**src/fep_rx_defines.vh**
```
`ifndef FEP_RX_DEFINES_VH
`define FEP_RX_DEFINES_VH

// reference clock
`define FEP_CLK_PERIOD_NS 10

// timing, in ns as specified
`define FEP_SD_QUAL_NS 1000
`define FEP_LINK_UP_NS 395000
`define FEP_HOLD_NS 722000

// cycle counts at the 10 ns clock, sized to the counters that use them
`define FEP_SD_QUAL_CYC 7'h64
`define FEP_LINK_UP_CYC 17'h09A4C
`define FEP_HOLD_CYC 17'h11A08

// descrambler sync: 12 idle groups of 5 bits, hold restart after 58 idle bits
`define FEP_SYNC_BITS 7'h3C
`define FEP_HOLD_IDLE_BITS 7'h3A

// code-groups, first received bit in the msb
`define FEP_CG_IDLE 5'h1F
`define FEP_CG_J 5'h18
`define FEP_CG_K 5'h11
`define FEP_CG_T 5'h0D
`define FEP_CG_R 5'h07
`define FEP_CG_HALT 5'h04
`define FEP_JK 10'h311

// nibbles shown on the mii
`define FEP_NIB_PREAMBLE 4'h5
`define FEP_NIB_BAD_SSD 4'hE
`define FEP_NIB_ZERO 4'h0

// start-of-stream search
`define FEP_IDLE_RUN 4'hA
`define FEP_CAND_JK_BIT 4'h7
`define FEP_CAND_LAST 4'h9
`define FEP_GRP_LAST 3'h4

`endif

```
**src/fep_rx_pcs_decode.v**
```verilog
// Functional notes
// signal detect ignores short link pulses; needs a sustained detect level.
// lock to line clock edges, give bit strobe and recovered clock.
// nrzi to nrz, then descrambler, alignment, or raw bypass.
// deserialise bits into 5-bit symbols for the receive state machine.
// unscrambled bit is scrambled bit xor regenerated key bit.
// sync declared after 12 consecutive idle groups of all ones.
// hold timer 722 us restarted by 58 idle bit times.
// hold timer expiry drops sync and resets the descrambler.
// search j then k, then frame 5-bit groups on that boundary.
// j/k after idles becomes two preamble nibbles 0101 0101.
// decode groups to nibbles until t/r or two idles.
// link up only after signal detect valid 395 us continuously.
// bad start of stream gives rx_er and 1110 per group.
// each bad start of stream adds one to false carrier counter.
// two idles after bad start end rx_er and crs.
// key from closed loop 11-bit lfsr like the scrambler.
// standard 4b/5b table; idle carries nibble 0000.
// halt 00100 and unused patterns are invalid groups.
// halt or invalid group in a packet raises rx_er for that nibble.
`timescale 1ns/10ps
`include "fep_rx_defines.vh"
module fep_rx_pcs_decode #(
	parameter [16:0] LINK_UP_CYCLES = `FEP_LINK_UP_CYC,
	parameter [16:0] HOLD_CYCLES = `FEP_HOLD_CYC,
	parameter CNT_W = 16
) (
	// clock and reset
	input wire ref_clk_i,
	input wire reset_i,
	// line side
	input wire line_clk_i,
	input wire line_data_i,
	input wire signal_detect_i,
	// configuration
	input wire desc_bypass_i,
	input wire rx_bypass_i,
	// status
	output reg rec_clk_o,
	output wire sd_valid_o,
	output reg link_up_o,
	output wire pcs_enable_o,
	output reg desc_sync_o,
	output reg [CNT_W-1:0] false_carrier_event_counter_o,
	// symbols
	output reg [4:0] sym_o,
	output reg sym_valid_o,
	// mii receive
	output reg [3:0] rxd_o,
	output reg rx_dv_o,
	output reg rx_er_o,
	output reg crs_o,
	output reg nibble_valid_o
);
	localparam [3:0] ST_IDLE = 4'h1;
	localparam [3:0] ST_CAND = 4'h2;
	localparam [3:0] ST_DATA = 4'h4;
	localparam [3:0] ST_BAD = 4'h8;
	localparam [6:0] SD_QUAL = `FEP_SD_QUAL_CYC;

	wire lclk_s;
	wire ldata_s;
	wire sd_s;
	reg lclk_d;
	reg prev_line;
	reg [6:0] sd_cnt;
	reg [16:0] link_cnt;
	reg [10:0] lfsr;
	reg [6:0] run;
	reg [6:0] idle_bits;
	reg [16:0] hold_cnt;
	reg [8:0] sh;
	reg [3:0] ones_run;
	reg [3:0] cand_cnt;
	reg [2:0] bit_cnt;
	reg [2:0] byp_cnt;
	reg [3:0] state;
	reg idle_cnt;
	reg t_seen;
	reg pre_pend;

	// 4b/5b lookup: {error, nibble}
	function [4:0] dec45;
		input [4:0] cg;
		begin
			case (cg)
				5'h1E: dec45 = 5'h00;
				5'h09: dec45 = 5'h01;
				5'h14: dec45 = 5'h02;
				5'h15: dec45 = 5'h03;
				5'h0A: dec45 = 5'h04;
				5'h0B: dec45 = 5'h05;
				5'h0E: dec45 = 5'h06;
				5'h0F: dec45 = 5'h07;
				5'h12: dec45 = 5'h08;
				5'h13: dec45 = 5'h09;
				5'h16: dec45 = 5'h0A;
				5'h17: dec45 = 5'h0B;
				5'h1A: dec45 = 5'h0C;
				5'h1B: dec45 = 5'h0D;
				5'h1C: dec45 = 5'h0E;
				5'h1D: dec45 = 5'h0F;
				`FEP_CG_IDLE: dec45 = 5'h00;
				default: dec45 = 5'h10;
			endcase
		end
	endfunction

	fep_sync2 #(.WIDTH(3)) u_sync (
		.ref_clk_i(ref_clk_i),
		.reset_i(reset_i),
		.async_i({line_clk_i, line_data_i, signal_detect_i}),
		.sync_o({lclk_s, ldata_s, sd_s})
	);

	// the line clock is oversampled only 8x in the bench, so one edge per bit is the whole recovery
	wire bit_stb = lclk_s & ~lclk_d;
	wire nrz = ldata_s ^ prev_line;
	wire key = lfsr[10] ^ lfsr[8];
	wire ud = nrz ^ key;
	wire sbit = desc_bypass_i ? nrz : ud;
	wire stream_ok = link_up_o & (desc_bypass_i | desc_sync_o) & ~rx_bypass_i;
	wire [9:0] win = {sh, sbit};
	wire [4:0] grp = win[4:0];
	wire [4:0] dec = dec45(grp);
	wire grp_end = (bit_cnt == `FEP_GRP_LAST);
	wire [4:0] byp_sym = {sh[3:0], nrz};

	assign sd_valid_o = (sd_cnt == SD_QUAL);
	assign pcs_enable_o = link_up_o;

	always @(posedge ref_clk_i) begin
		if (reset_i) begin
			lclk_d <= 1'b0;
			rec_clk_o <= 1'b0;
			prev_line <= 1'b0;
		end else begin
			lclk_d <= lclk_s;
			rec_clk_o <= lclk_s;
			if (bit_stb)
				prev_line <= ldata_s;
		end
	end

	// link pulses last about 100 ns, far below the qualification time
	always @(posedge ref_clk_i) begin
		if (reset_i) begin
			sd_cnt <= 7'h00;
			link_cnt <= 17'h00000;
			link_up_o <= 1'b0;
		end else begin
			if (!sd_s)
				sd_cnt <= 7'h00;
			else if (sd_cnt != SD_QUAL)
				sd_cnt <= sd_cnt + 7'h01;
			if (!sd_valid_o) begin
				link_cnt <= 17'h00000;
				link_up_o <= 1'b0;
			end else if (link_cnt == LINK_UP_CYCLES - 17'h00001) begin
				link_up_o <= 1'b1;
			end else begin
				link_cnt <= link_cnt + 17'h00001;
			end
		end
	end

	// descrambler: open loop while hunting, closed loop once in sync
	always @(posedge ref_clk_i) begin
		if (reset_i || !link_up_o || desc_bypass_i) begin
			lfsr <= 11'h000;
			run <= 7'h00;
			idle_bits <= 7'h00;
			hold_cnt <= 17'h00000;
			desc_sync_o <= 1'b0;
		end else if (!desc_sync_o) begin
			if (bit_stb) begin
				lfsr <= {lfsr[9:0], ~nrz};
				if (nrz == key) begin
					run <= 7'h00;
				end else if (run == `FEP_SYNC_BITS - 7'h01) begin
					desc_sync_o <= 1'b1;
					hold_cnt <= 17'h00000;
					idle_bits <= 7'h00;
				end else begin
					run <= run + 7'h01;
				end
			end
		end else begin
			// idle count wraps so a long idle restarts the timer every 58 bits
			if (bit_stb) begin
				lfsr <= {lfsr[9:0], key};
				if (!ud || idle_bits == `FEP_HOLD_IDLE_BITS - 7'h01)
					idle_bits <= 7'h00;
				else
					idle_bits <= idle_bits + 7'h01;
			end
			// a restart in the expiry cycle keeps sync; expiry clears the key after the shift above
			if (bit_stb && ud && idle_bits == `FEP_HOLD_IDLE_BITS - 7'h01) begin
				hold_cnt <= 17'h00000;
			end else if (hold_cnt == HOLD_CYCLES - 17'h00001) begin
				desc_sync_o <= 1'b0;
				lfsr <= 11'h000;
				run <= 7'h00;
			end else begin
				hold_cnt <= hold_cnt + 17'h00001;
			end
		end
	end

	// raw symbols on a free-running boundary when the whole receiver is bypassed
	always @(posedge ref_clk_i) begin
		if (reset_i || !rx_bypass_i)
			byp_cnt <= 3'h0;
		else if (bit_stb)
			byp_cnt <= (byp_cnt == `FEP_GRP_LAST) ? 3'h0 : byp_cnt + 3'h1;
	end

	always @(posedge ref_clk_i) begin
		if (reset_i) begin
			state <= ST_IDLE;
			sh <= 9'h000;
			ones_run <= 4'h0;
			cand_cnt <= 4'h0;
			bit_cnt <= 3'h0;
			idle_cnt <= 1'b0;
			t_seen <= 1'b0;
			pre_pend <= 1'b0;
			sym_o <= 5'h00;
			sym_valid_o <= 1'b0;
			rxd_o <= `FEP_NIB_ZERO;
			rx_dv_o <= 1'b0;
			rx_er_o <= 1'b0;
			crs_o <= 1'b0;
			nibble_valid_o <= 1'b0;
			false_carrier_event_counter_o <= {CNT_W{1'b0}};
		end else begin
			sym_valid_o <= 1'b0;
			nibble_valid_o <= 1'b0;
			if (rx_bypass_i && bit_stb) begin
				sh <= {sh[7:0], nrz};
				if (byp_cnt == `FEP_GRP_LAST) begin
					sym_o <= byp_sym;
					sym_valid_o <= 1'b1;
				end
			end
			if (!stream_ok) begin
				state <= ST_IDLE;
				ones_run <= 4'h0;
				rx_dv_o <= 1'b0;
				rx_er_o <= 1'b0;
				crs_o <= 1'b0;
			end else if (bit_stb) begin
				sh <= win[8:0];
				if (!sbit)
					ones_run <= 4'h0;
				else if (ones_run != `FEP_IDLE_RUN)
					ones_run <= ones_run + 4'h1;
				bit_cnt <= grp_end ? 3'h0 : bit_cnt + 3'h1;
				if ((state & (ST_DATA | ST_BAD)) != 4'h0 && grp_end) begin
					sym_o <= grp;
					sym_valid_o <= 1'b1;
				end
				case (state)
					ST_IDLE: begin
						if (!sbit && ones_run == `FEP_IDLE_RUN) begin
							state <= ST_CAND;
							cand_cnt <= 4'h1;
						end
					end
					ST_CAND: begin
						cand_cnt <= cand_cnt + 4'h1;
						if (cand_cnt == `FEP_CAND_JK_BIT && win == `FEP_JK) begin
							state <= ST_DATA;
							bit_cnt <= 3'h0;
							idle_cnt <= 1'b0;
							t_seen <= 1'b0;
							pre_pend <= 1'b1;
							rxd_o <= `FEP_NIB_PREAMBLE;
							rx_dv_o <= 1'b1;
							rx_er_o <= 1'b0;
							crs_o <= 1'b1;
							nibble_valid_o <= 1'b1;
						end else if (cand_cnt == `FEP_CAND_LAST) begin
							state <= ST_BAD;
							bit_cnt <= 3'h0;
							idle_cnt <= 1'b0;
							rxd_o <= `FEP_NIB_BAD_SSD;
							rx_dv_o <= 1'b0;
							rx_er_o <= 1'b1;
							crs_o <= 1'b1;
							nibble_valid_o <= 1'b1;
							false_carrier_event_counter_o <= false_carrier_event_counter_o + 1'b1;
						end
					end
					ST_DATA: begin
						if (pre_pend) begin
							pre_pend <= 1'b0;
							rxd_o <= `FEP_NIB_PREAMBLE;
							nibble_valid_o <= 1'b1;
						end
						if (grp_end) begin
							if (grp == `FEP_CG_IDLE) begin
								idle_cnt <= 1'b1;
								t_seen <= 1'b0;
								if (idle_cnt) begin
									state <= ST_IDLE;
									rx_dv_o <= 1'b0;
									rx_er_o <= 1'b0;
									crs_o <= 1'b0;
								end
							end else if (grp == `FEP_CG_T) begin
								t_seen <= 1'b1;
								idle_cnt <= 1'b0;
							end else if (grp == `FEP_CG_R && t_seen) begin
								state <= ST_IDLE;
								rx_dv_o <= 1'b0;
								rx_er_o <= 1'b0;
								crs_o <= 1'b0;
							end else begin
								idle_cnt <= 1'b0;
								t_seen <= 1'b0;
								rxd_o <= dec[3:0];
								rx_er_o <= dec[4];
								nibble_valid_o <= 1'b1;
							end
						end
					end
					ST_BAD: begin
						if (grp_end) begin
							if (grp == `FEP_CG_IDLE) begin
								idle_cnt <= 1'b1;
								if (idle_cnt) begin
									state <= ST_IDLE;
									rx_er_o <= 1'b0;
									crs_o <= 1'b0;
								end
							end else begin
								idle_cnt <= 1'b0;
								rxd_o <= `FEP_NIB_BAD_SSD;
								nibble_valid_o <= 1'b1;
							end
						end
					end
					default: begin
						state <= ST_IDLE;
					end
				endcase
			end
		end
	end
endmodule // fep_rx_pcs_decode

```
**src/fep_sync2.v**
```verilog
`timescale 1ns/10ps
module fep_sync2 #(
	parameter WIDTH = 1
) (
	// clock and reset
	input wire ref_clk_i,
	input wire reset_i,
	// asynchronous side
	input wire [WIDTH-1:0] async_i,
	// synchronised side
	output reg [WIDTH-1:0] sync_o
);
	reg [WIDTH-1:0] meta;

	always @(posedge ref_clk_i) begin
		if (reset_i) begin
			meta <= {WIDTH{1'b0}};
			sync_o <= {WIDTH{1'b0}};
		end else begin
			meta <= async_i;
			sync_o <= meta;
		end
	end
endmodule // fep_sync2

```
**config.mk**
```make
export PLATFORM = sky130hd
export DESIGN_NAME = fep_rx_pcs_decode
export DESIGN_NICKNAME = d
export VERILOG_FILES = /design/src/fep_rx_pcs_decode.v /design/src/fep_sync2.v
export VERILOG_INCLUDE_DIRS = /design/src
export SDC_FILE = /design/constraint.sdc
export NUM_CORES = 1
export LEC_CHECK = 0
export BUFFER_PORTS_ARGS = -buffer_cell sky130_fd_sc_hd__buf_2
export CORE_MARGIN = 2
export CORE_UTILIZATION = 55
export DETAILED_ROUTE_END_ITERATION = 10
export MAX_ROUTING_LAYER = met4
export PLACE_DENSITY = 0.77
export SLEW_MARGIN = 0
export SYNTH_ARGS = -nofsm -noshare
export SYNTH_HDL_FRONTEND = slang
export SYNTH_SLANG_ARGS = --single-unit
```
**constraint.sdc**
```tcl
create_clock -name ref_clk_i -period 2.25 [get_ports ref_clk_i]
set_clock_uncertainty 0.15 [all_clocks]
set_input_delay 0.1125 -clock ref_clk_i [delete_from_list [all_inputs] [get_ports ref_clk_i]]
set_output_delay 0.1125 -clock ref_clk_i [all_outputs]
set_load 0.01 [all_outputs]
```
==> metrics, run 1 <==
CP max FO 6; worst-path cell chain xnor2_4 > or3_4 > and2_4 > buf_6 > buf_12 > a31oi_4 > a21o_1 > a211oi_1 > o32a_1; Pleak around 3.2 nW; failing checks setup timing; largest net degree at the start of global routing 54; Synth async-reset ratio 0%; critical path capture point state[0]$_SDFFE_PP1P_; Pre-antenna DRT Iters 6; IO Pins 42; area grow syn2layout 31.8%; vias in the first global route 6230; Clock Latency Late Sink 0.42 ns; Top delay family on crit path compound AO/OA/AOI/OAI gates; syn nets 827; Nets 961; Peak VDD IR 0.000561 V; endpoint class of the critical path flip-flop; syn avg cell area 8.24 sq um; fin area 8700 sq um; WL/cell around 16 um; classification of the worst-slack hold path flip-flop to flip-flop; initial antenna violation count 0; Post-synth EDFFs 0; Max Cap Viol 0; cell taking the most area after synthesis dfxtp_1; Vias/cell about 5.9; Fin. Hold Viols 0; Die Wd 114 um; DR vias 6389; CTS HTree Levels 4; slowest stage delay, CP between 0.4 and 0.5 ns; Mapped Area 6600 sq um; n_diodes 0; # fillers 791; pwr/cell area ~600 nW/um^2; worst path bufs/invs 2; post-layout minimum cycle time about 2.4 ns; Initial Util 57.0%; r2r setup slk -0.13 ns; fin util 75.2%; DRT iter0 DRCs 509; hold depth 1; gr usage total between 20 and 30%; layout cells sized above 1 27.1%; Slowest-stage cell, CP or3_4; first-pass GRT wire length 28400 um; Clk Tree Root Cell clkbuf_16; worst r2r src u_sync.sync_o[1]$_SDFF_PP0_; Yosys reg bits about 140; max-slew violations 0; Seq/Total Area, Yosys 41.3%; CP Launch Point u_sync.sync_o[1]$_SDFF_PP0_; Tot Pwr between 5 and 6 mW; final setup violation count 11; Crit Path Class flip-flop to flip-flop; die area ~13000 sq um; Core ar. 11600 sq um; pre-CTS WS -0.178 ns; Critical Path RT about 2.4 ns; Slew headroom 54.5%; synth top area cells dfxtp_1 (41%), nor2_1 (6.2%), nand2_1 (5.1%); drt total wl 17800 um; gp weighted congestion between 0.8 and 0.9; port bufs 41; Max Fclk approximately 420 MHz; num rows 39; post-synth cell types 67; DIE HEIGHT 114 um; clk sinks 136; Worst Slack Setup Final -0.131 ns; Post-DP Area 7500 sq um; Final HPWL DP 11300 um; antenna-violating nets left 0; Main synth FF type dfxtp_1; post-synthesis cell count 801; status complete, but fails checks; Worst Reg-to-Reg Cells 9; top cell type's share of synthesized area 41.3%; Tcrit/Tclk final 106%; Synth warnings 0; Worst Path Arrival between 2 and 3 ns; RSZ-0062 raised after global routing yes; cts bufs inserted 17; Crit path depth 9; TritonCTS clock tree built; # DRC 0; clock-pin slew on the worst setup and hold paths 0.06 ns; clock buffer depth 2; CP Launch Type flip-flop; Slew @ Worst Pin 0.683 ns; GRT overflow 0; worst r2r dst state[0]$_SDFFE_PP1P_
-- cell usage in the layout (no fill, tap or decap), types with 7 or more instances in the layout --
| master | instances |
|---|---|
| dfxtp_1 | 126 |
| nor2_1 | 107 |
| buf_4 | 94 |
| nand2_1 | 87 |
| a21oi_1 | 57 |
| nand3_1 | 43 |
| buf_2 | 41 |
| xor2_1 | 38 |
| o21ai_0 | 23 |
| xnor2_1 | 18 |
| inv_1 | 17 |
| ha_1 | 17 |
| clkbuf_16 | 17 |
| nor3_1 | 15 |
| nand4_1 | 15 |
| and3_1 | 13 |
| nor2b_1 | 13 |
| nand2b_1 | 12 |
| or3_1 | 10 |
| o21ai_1 | 9 |
| mux2i_1 | 8 |
| a211oi_1 | 7 |
| dlygate4sd3_1 | 7 |
-- stage by stage --
stage / hold WS [ns] / cells / setup TNS [ns]
after floorplan: 0.0907 / 801 / -0.0451
after global placement: 0.171 / 1036 / -0.948
after detailed placement: 0.178 / 1036 / -2.13
after CTS: 0.296 / 1083 / -0.262
after global routing: 0.310 / 1091 / -2.08
final: 0.292 / 1091 / -0.499
-- how the worst min path moves through the flow --
stage	end	start	slack, ns
after floorplan	u_sync.meta[0]$_SDFF_PP0_	signal_detect_i	0.09
after global placement	u_sync.meta[0]$_SDFF_PP0_	signal_detect_i	0.17
after detailed placement	u_sync.meta[0]$_SDFF_PP0_	signal_detect_i	0.18
after CTS	u_sync.sync_o[2]$_SDFF_PP0_	u_sync.meta[2]$_SDFF_PP0_	0.30
after global routing	u_sync.sync_o[0]$_SDFF_PP0_	u_sync.meta[0]$_SDFF_PP0_	0.31
final	u_sync.sync_o[2]$_SDFF_PP0_	u_sync.meta[2]$_SDFF_PP0_	0.29
-- state kept, by name, indices dropped and copies added (netlist names), 3 cells and up --
register / cells
byp_cnt: 3
sd_cnt: 7
sh: 9
bit_cnt: 3
link_cnt: 17
run: 7
hold_cnt: 17
false_carrier_event_counter_o: 16
state: 4
u_sync.sync_o: 3
ones_run: 4
cand_cnt: 4
rxd_o: 4
u_sync.meta: 3
sym_o: 5
idle_bits: 7
lfsr: 11
-- power breakdown --
part	internal (mW)	total, mW	leakage, nW	switching (mW)
registers	2.41	2.42	1.10	0.00464
clock network	1.69	2.72	0.285	1.03
logic	0.0626	0.146	1.80	0.0832
total	4.16	5.28	3.19	1.12
-- cells in the mapped netlist, types with 3 or more instances --
master and count:
a21oi_1 63, nor4b_1 4, or2_2 3, nor4_1 7, nand3_1 44, o22ai_1 3
buf_2 5, and2_1 4, mux2i_1 8, ha_1 19, buf_1 3, and3_1 16
nand2b_1 12, and4_1 5, o21ai_0 33, nand3b_1 6, nor3_1 21, xor2_1 38
inv_1 17, nor3b_1 7, or4_1 4, xnor2_1 22, nand4_1 15, nor2b_1 14
or3_1 12, a211oi_1 9, clkbuf_1 26, a31oi_1 4, nor2_1 109, nand2_1 89
dfxtp_1 136
-- layout make-up --
cell class	instances	area, sq um	area share (%)
multi-input cells	613	4040	46.4
flip-flops and latches	136	2750	31.6
repair buffers	150	1090	12.5
clock buffers	25	515	5.93
well taps	143	179	2.06
clock inverters	7	65.1	0.748
inverters	17	63.8	0.734
-- cells by family after synthesis --
family	synth area share, %
mux	1.38
simple gates	28.6
fa+ha+maj	3.60
buf+inv	3.22
compound gates	13.5
xor+xnor	8.46
flops	41.3
-- routing by layer --
| layer | global-route usage [%] | vias to the layer above | part of all wire, % |
|---|---|---|---|
| li1 | - | 3056 | - |
| met1 | 32.3 | 3046 | 41 |
| met2 | 46.8 | 235 | 50 |
| met3 | 5.05 | 52 | 5.6 |
| met4 | 13.1 | 0 | 3.2 |
| met5 | - | - | 0 |
-- what timing repair did --
item | CTS | global route
pin swaps | 18 | 38
endpoints found under the hold margin | 10 | 0
hold buffers | 7 | 0
gates cloned | 1 | 0
endpoints found under the setup margin | 28 | 52
setup buffers | 8 | 9
resized for setup | 34 | 62
(Power assumes the default switching activity.)
==> run 2, diff against run 1 <==
--- a/config.mk
+++ b/config.mk
@@ -12,6 +12,7 @@
 export DETAILED_ROUTE_END_ITERATION = 10
 export MAX_ROUTING_LAYER = met4
 export PLACE_DENSITY = 0.77
+export SETUP_SLACK_MARGIN = 0.3
 export SLEW_MARGIN = 0
 export SYNTH_ARGS = -nofsm -noshare
 export SYNTH_HDL_FRONTEND = slang
==> metrics, run 2 (synthesized netlist as in run 1, its figures left out) <==
final setup violation count 24; Worst Slack Setup Final -0.0955 ns; vias in the first global route 6319; pwr/cell area 570 nW/um^2; antenna-violating nets left 0; Clk Tree Root Cell clkbuf_16; layout cells sized above 1 38.5%; # fillers 602; area of the multi-input gates around 4600 sq um; Initial Util between 50% and 60%; DIE HEIGHT roughly 110 um; endpoint class of the critical path flip-flop; Psw 1.25 mW; max-slew violations 0; Clock power frac 53.2%; Final HPWL DP between 10000 and 15000 um; Critical Path RT 2.41 ns; Max Fclk 426 MHz; num rows 39; Logic pwr share 3.0%; CP max FO 5; Top delay family on crit path compound AO/OA/AOI/OAI gates; WL/cell 19.6 um; RSZ-0062 raised after global routing yes; GRT overflow 0; leading cell type in the layout, fill and taps excluded dfxtp_1; register area 2770 sq um; post-layout minimum cycle time 2.35 ns; Internal Dissipation 4.26 mW; TNS Setup -0.927 ns; die area between 10000 and 15000 sq um; slowest stage delay, CP ~0.55 ns; clock-pin slew on the worst setup and hold paths around 0.06 ns; initial antenna violation count 0; Fin. Hold Viols 0; first-pass GRT wire length around 30000 um; failing checks setup timing; cts bufs inserted 17; status complete, but fails checks; Slew @ Worst Pin 0.898 ns; Slew headroom 39.9%; area grow syn2layout 46.4%; IO Pins 42; port bufs 41; Die Wd between 100 and 150 um; Core ar. 11600 sq um; Switching Share 22.6%; commonest cells after routing, fill and taps aside dfxtp_1 (113), nor2_1 (92), nand2_1 (82); Vias/cell ~6; Slowest-stage cell, CP or4_4; Crit Path Class flip-flop to flip-flop; n_diodes 0; DRT iter0 DRCs 613; most frequent CP cell buf_6; Nets roughly 980; worst path bufs/invs 2; Clock Latency Late Sink 0.44 ns; worst-path cell chain xnor2_4 > buf_6 > o21ai_4 > buf_6 > nand2_4 > or4_4 > a21o_4 > o211ai_1 > o21ai_1; Max Cap Viol 0; # DRC 0; Tcrit/Tclk final 104%; clock buffer depth 2; gp weighted congestion 0.964; Worst Path Arrival 2.51 ns; largest net degree at the start of global routing 52; sequential power share 43.8%; gr usage total between 20% and 30%; largest registers hold_cnt x17, link_cnt x17, false_carrier_event_counter_o x16; pre-CTS WS -0.105 ns; DR vias 6843; CTS HTree Levels 4; Peak VDD IR 0.000479 V; Pleak between 3 and 4 nW; drt total wl 21800 um; CP Launch Type flip-flop; classification of the worst-slack hold path input port to flip-flop; TritonCTS clock tree built; clk sinks between 100 and 150; Pre-antenna DRT Iters 8
[run 2: routing by layer]
metal	share of wire, %	vias up	GRT usage [%]
li1	-	3104	-
met1	39	3281	33.1
met2	50	359	50.7
met3	5.9	99	6.43
met4	5.1	0	14.2
met5	0	-	-
[run 2: power groups by stage]
stage	registers (mW)	logic, mW	clock network (mW)
2_1_floorplan	2.47	0.0684	0
3_3_place_gp	2.47	0.104	0
3_5_place_dp	2.47	0.108	0
4_1_cts	2.42	0.142	2.92
5_1_grt	2.41	0.172	3.04
6_report	2.41	0.164	2.93
[run 2: what timing repair did]
item / in CTS / in global routing
gates cloned: 1 / 1
hold buffers: 8 / 0
buffers inserted: 20 / 23
setup endpoints to repair: 84 / 112
endpoints found under the hold margin: 11 / 0
pin swaps: 45 / 59
gates resized for setup: 89 / 132
[run 2: cell type report]
class / instances / share of cell area [%]
inverter: 17 / 0.687
tap: 143 / 1.85
clock inverter: 13 / 1.78
timing repair buffer: 170 / 14.6
clock buffer: 19 / 4.59
multi-input combinational: 613 / 47.8
sequential: 136 / 28.7
[run 2: per-stage QoR]
stage	utilization [%]	instance area, sq um	hold WS, ns	instances	power [mW]
2_1_floorplan	-	6850	0.0907	801	2.54
3_3_place_gp	66.0	7640	0.174	1026	2.57
3_5_place_dp	66.0	7640	0.188	1026	2.58
4_1_cts	76.7	8870	0.0146	1087	5.48
5_1_grt	83.5	9650	0.135	1111	5.62
6_report	83.5	9650	0.0769	1111	5.51
[run 2: worst min-delay path: cells and delay by family]
kind / cells / cell delay [ns]
buf+inv: 1 / 0.14
compound gates: 2 / 0.21
simple gates: 2 / 0.15
[run 2: final timing paths]
check,from,end,slack (ns),depth (start not counted)
worst max register to register,lfsr[10]$_SDFFE_PP0N_,state[2]$_SDFFE_PP0P_,-0.1,9
worst min-delay path,rx_bypass_i,state[2]$_SDFFE_PP0P_,0.08,5
worst min register to register,u_sync.meta[2]$_SDFF_PP0_,u_sync.sync_o[2]$_SDFF_PP0_,0.30,1
worst max-delay path,lfsr[10]$_SDFFE_PP0N_,state[2]$_SDFFE_PP0P_,-0.1,9
==> run 3, diff against run 2 <==
--- a/config.mk
+++ b/config.mk
@@ -7,11 +7,13 @@
 export NUM_CORES = 1
 export LEC_CHECK = 0
 export BUFFER_PORTS_ARGS = -buffer_cell sky130_fd_sc_hd__buf_2
+export CELL_PAD_IN_SITES_DETAIL_PLACEMENT = 0
+export CELL_PAD_IN_SITES_GLOBAL_PLACEMENT = 2
 export CORE_MARGIN = 2
-export CORE_UTILIZATION = 55
+export CORE_UTILIZATION = 33
 export DETAILED_ROUTE_END_ITERATION = 10
 export MAX_ROUTING_LAYER = met4
-export PLACE_DENSITY = 0.77
+export PLACE_DENSITY = 0.76
 export SETUP_SLACK_MARGIN = 0.3
 export SLEW_MARGIN = 0
 export SYNTH_ARGS = -nofsm -noshare
==> metrics, run 3 (synthesized netlist as in run 1, its figures left out) <==
pwr/cell area between 500 and 600 nW/um^2; final setup violation count 11; Clock Latency Late Sink between 0.4 and 0.5 ns; GRT overflow 0; Peak VDD IR 0.000520 V; # fillers 1857; routing usage on met3 3.39%; drt total wl around 18000 um; Pre-antenna DRT Iters 5; CP max FO 3; Core ar. 19500 sq um; Fin. Hold Viols 0; Max Fclk between 400 and 500 MHz; Slew @ Worst Pin 0.670 ns; Crit Path Class flip-flop to flip-flop; vias in the first global route ~6.3k; GR Util met2 29.5%; gp weighted congestion about 0.85; DRT iter0 DRCs between 300 and 400; met1 Usage GRT 21.3%; Clk Tree Root Cell clkbuf_16; Worst Slack Setup Final -0.0646 ns; # DRC 0; IO Pins 42; Tcrit/Tclk final 103%; Critical Path RT approximately 2.5 ns; RSZ-0062 raised after global routing yes; Worst Path Arrival 2.51 ns; antenna-violating nets left 0; Pleak 3.56 nW; classification of the worst-slack hold path input port to flip-flop; register area 2760 sq um; Initial Util between 30% and 40%; DP Cell Count 1165; layout cells sized above 1 ~41%; GRT Max-Usage Layer met2; CTS HTree Levels 4; Vias/cell 5.04; Hold WS 0.0171 ns; n_diodes 0; area grow syn2layout 50.8%; status complete, but fails checks; failing checks setup timing; num rows slightly above 50; Slew headroom 55.3%; gr usage total 17.7%; die area 21100 sq um; cts bufs inserted 17; clock buffer depth 2; post-layout minimum cycle time 2.31 ns; first-pass GRT wire length ~30000 um; CP Launch Type flip-flop; clk sinks 136; endpoint class of the critical path flip-flop; Final HPWL DP 12000 um; TritonCTS clock tree built; WL/cell 14.7 um; initial antenna violation count 0; max-slew violations 0; DIE HEIGHT 145 um; largest registers hold_cnt x17, link_cnt x17, false_carrier_event_counter_o x16; Die Wd 145 um; Tot Pwr ~5.4 mW; port bufs 41; Nets 1003; largest net degree at the start of global routing 57; area of the multi-input gates 4660 sq um; Max Cap Viol 0; post-route insts no fill 1254; leading cell type in the layout, fill and taps excluded dfxtp_1; DR vias 6316; clock-pin slew on the worst setup and hold paths ~0.06 ns; commonest cells after routing, fill and taps aside dfxtp_1 (118), buf_4 (100), nor2_1 (88)
## run 3: layout make-up
type	instances	share of cell area, %
multi-input combinational	614	46.8
timing repair buffer	191	15.4
tap	265	3.33
sequential	136	27.7
clock buffer	25	5.40
clock inverter	6	0.604
inverter	17	0.667
## run 3: worst paths after layout
kind,cells after the start,start,slack (ns),to
max,8,sh[1]$_SDFF_PP0_,-0.06,rx_dv_o$_SDFFE_PP0P_
max reg2reg,8,sh[1]$_SDFF_PP0_,-0.06,rx_dv_o$_SDFFE_PP0P_
min reg2reg,1,u_sync.meta[0]$_SDFF_PP0_,0.29,u_sync.sync_o[0]$_SDFF_PP0_
min,3,reset_i,0.02,link_cnt[6]$_SDFFE_PP0P_
## run 3: what timing repair did
item / 4_1_cts / 5_1_grt
endpoints found under the hold margin: 8 / 0
hold buffers: 5 / 0
setup buffers: 32 / 19
gates resized for setup: 142 / 87
pin swaps: 85 / 66
endpoints found under the setup margin: 80 / 101
cloned: 2 / 0
## run 3: metal layers
metal / vias to the layer above / part of all wire (%)
li1: 3140 / -
met2: 86 / 51
met4: 0 / 1.8
met3: 29 / 2.6
met1: 3061 / 45
met5: - / 0
## run 3: report_power, final
group | internal (mW) | total, mW | leakage, nW | switching, mW
Combinational | 0.0654 | 0.153 | 2.16 | 0.0878
Sequential | 2.41 | 2.42 | 1.11 | 0.00497
Clock | 1.75 | 2.79 | 0.292 | 1.03
## run 3: stage by stage
step                      cell area (sq um)  utilization [%]  setup TNS [ns]  worst slack (ns)
final                                  9950             50.9          -0.405           -0.0646
after global routing                   9950             50.9           -2.41            -0.199
after CTS                              9430             48.3          -0.257           -0.0628
after detailed placement               7900             40.5          -0.792            -0.181
after global placement                 7900             40.5          -0.616            -0.213
after floorplan                        6850                -         -0.0444           -0.0444
## run 3: critical path, stage by stage, from the launching register on
cell,delay [ns]
dfxtp_4,0.34
or3b_4,0.41
nor4b_4,0.21
nand4_1,0.14
buf_6,0.17
a21oi_4,0.17
a21oi_2,0.05
or4_4,0.43
a21oi_2,0.16
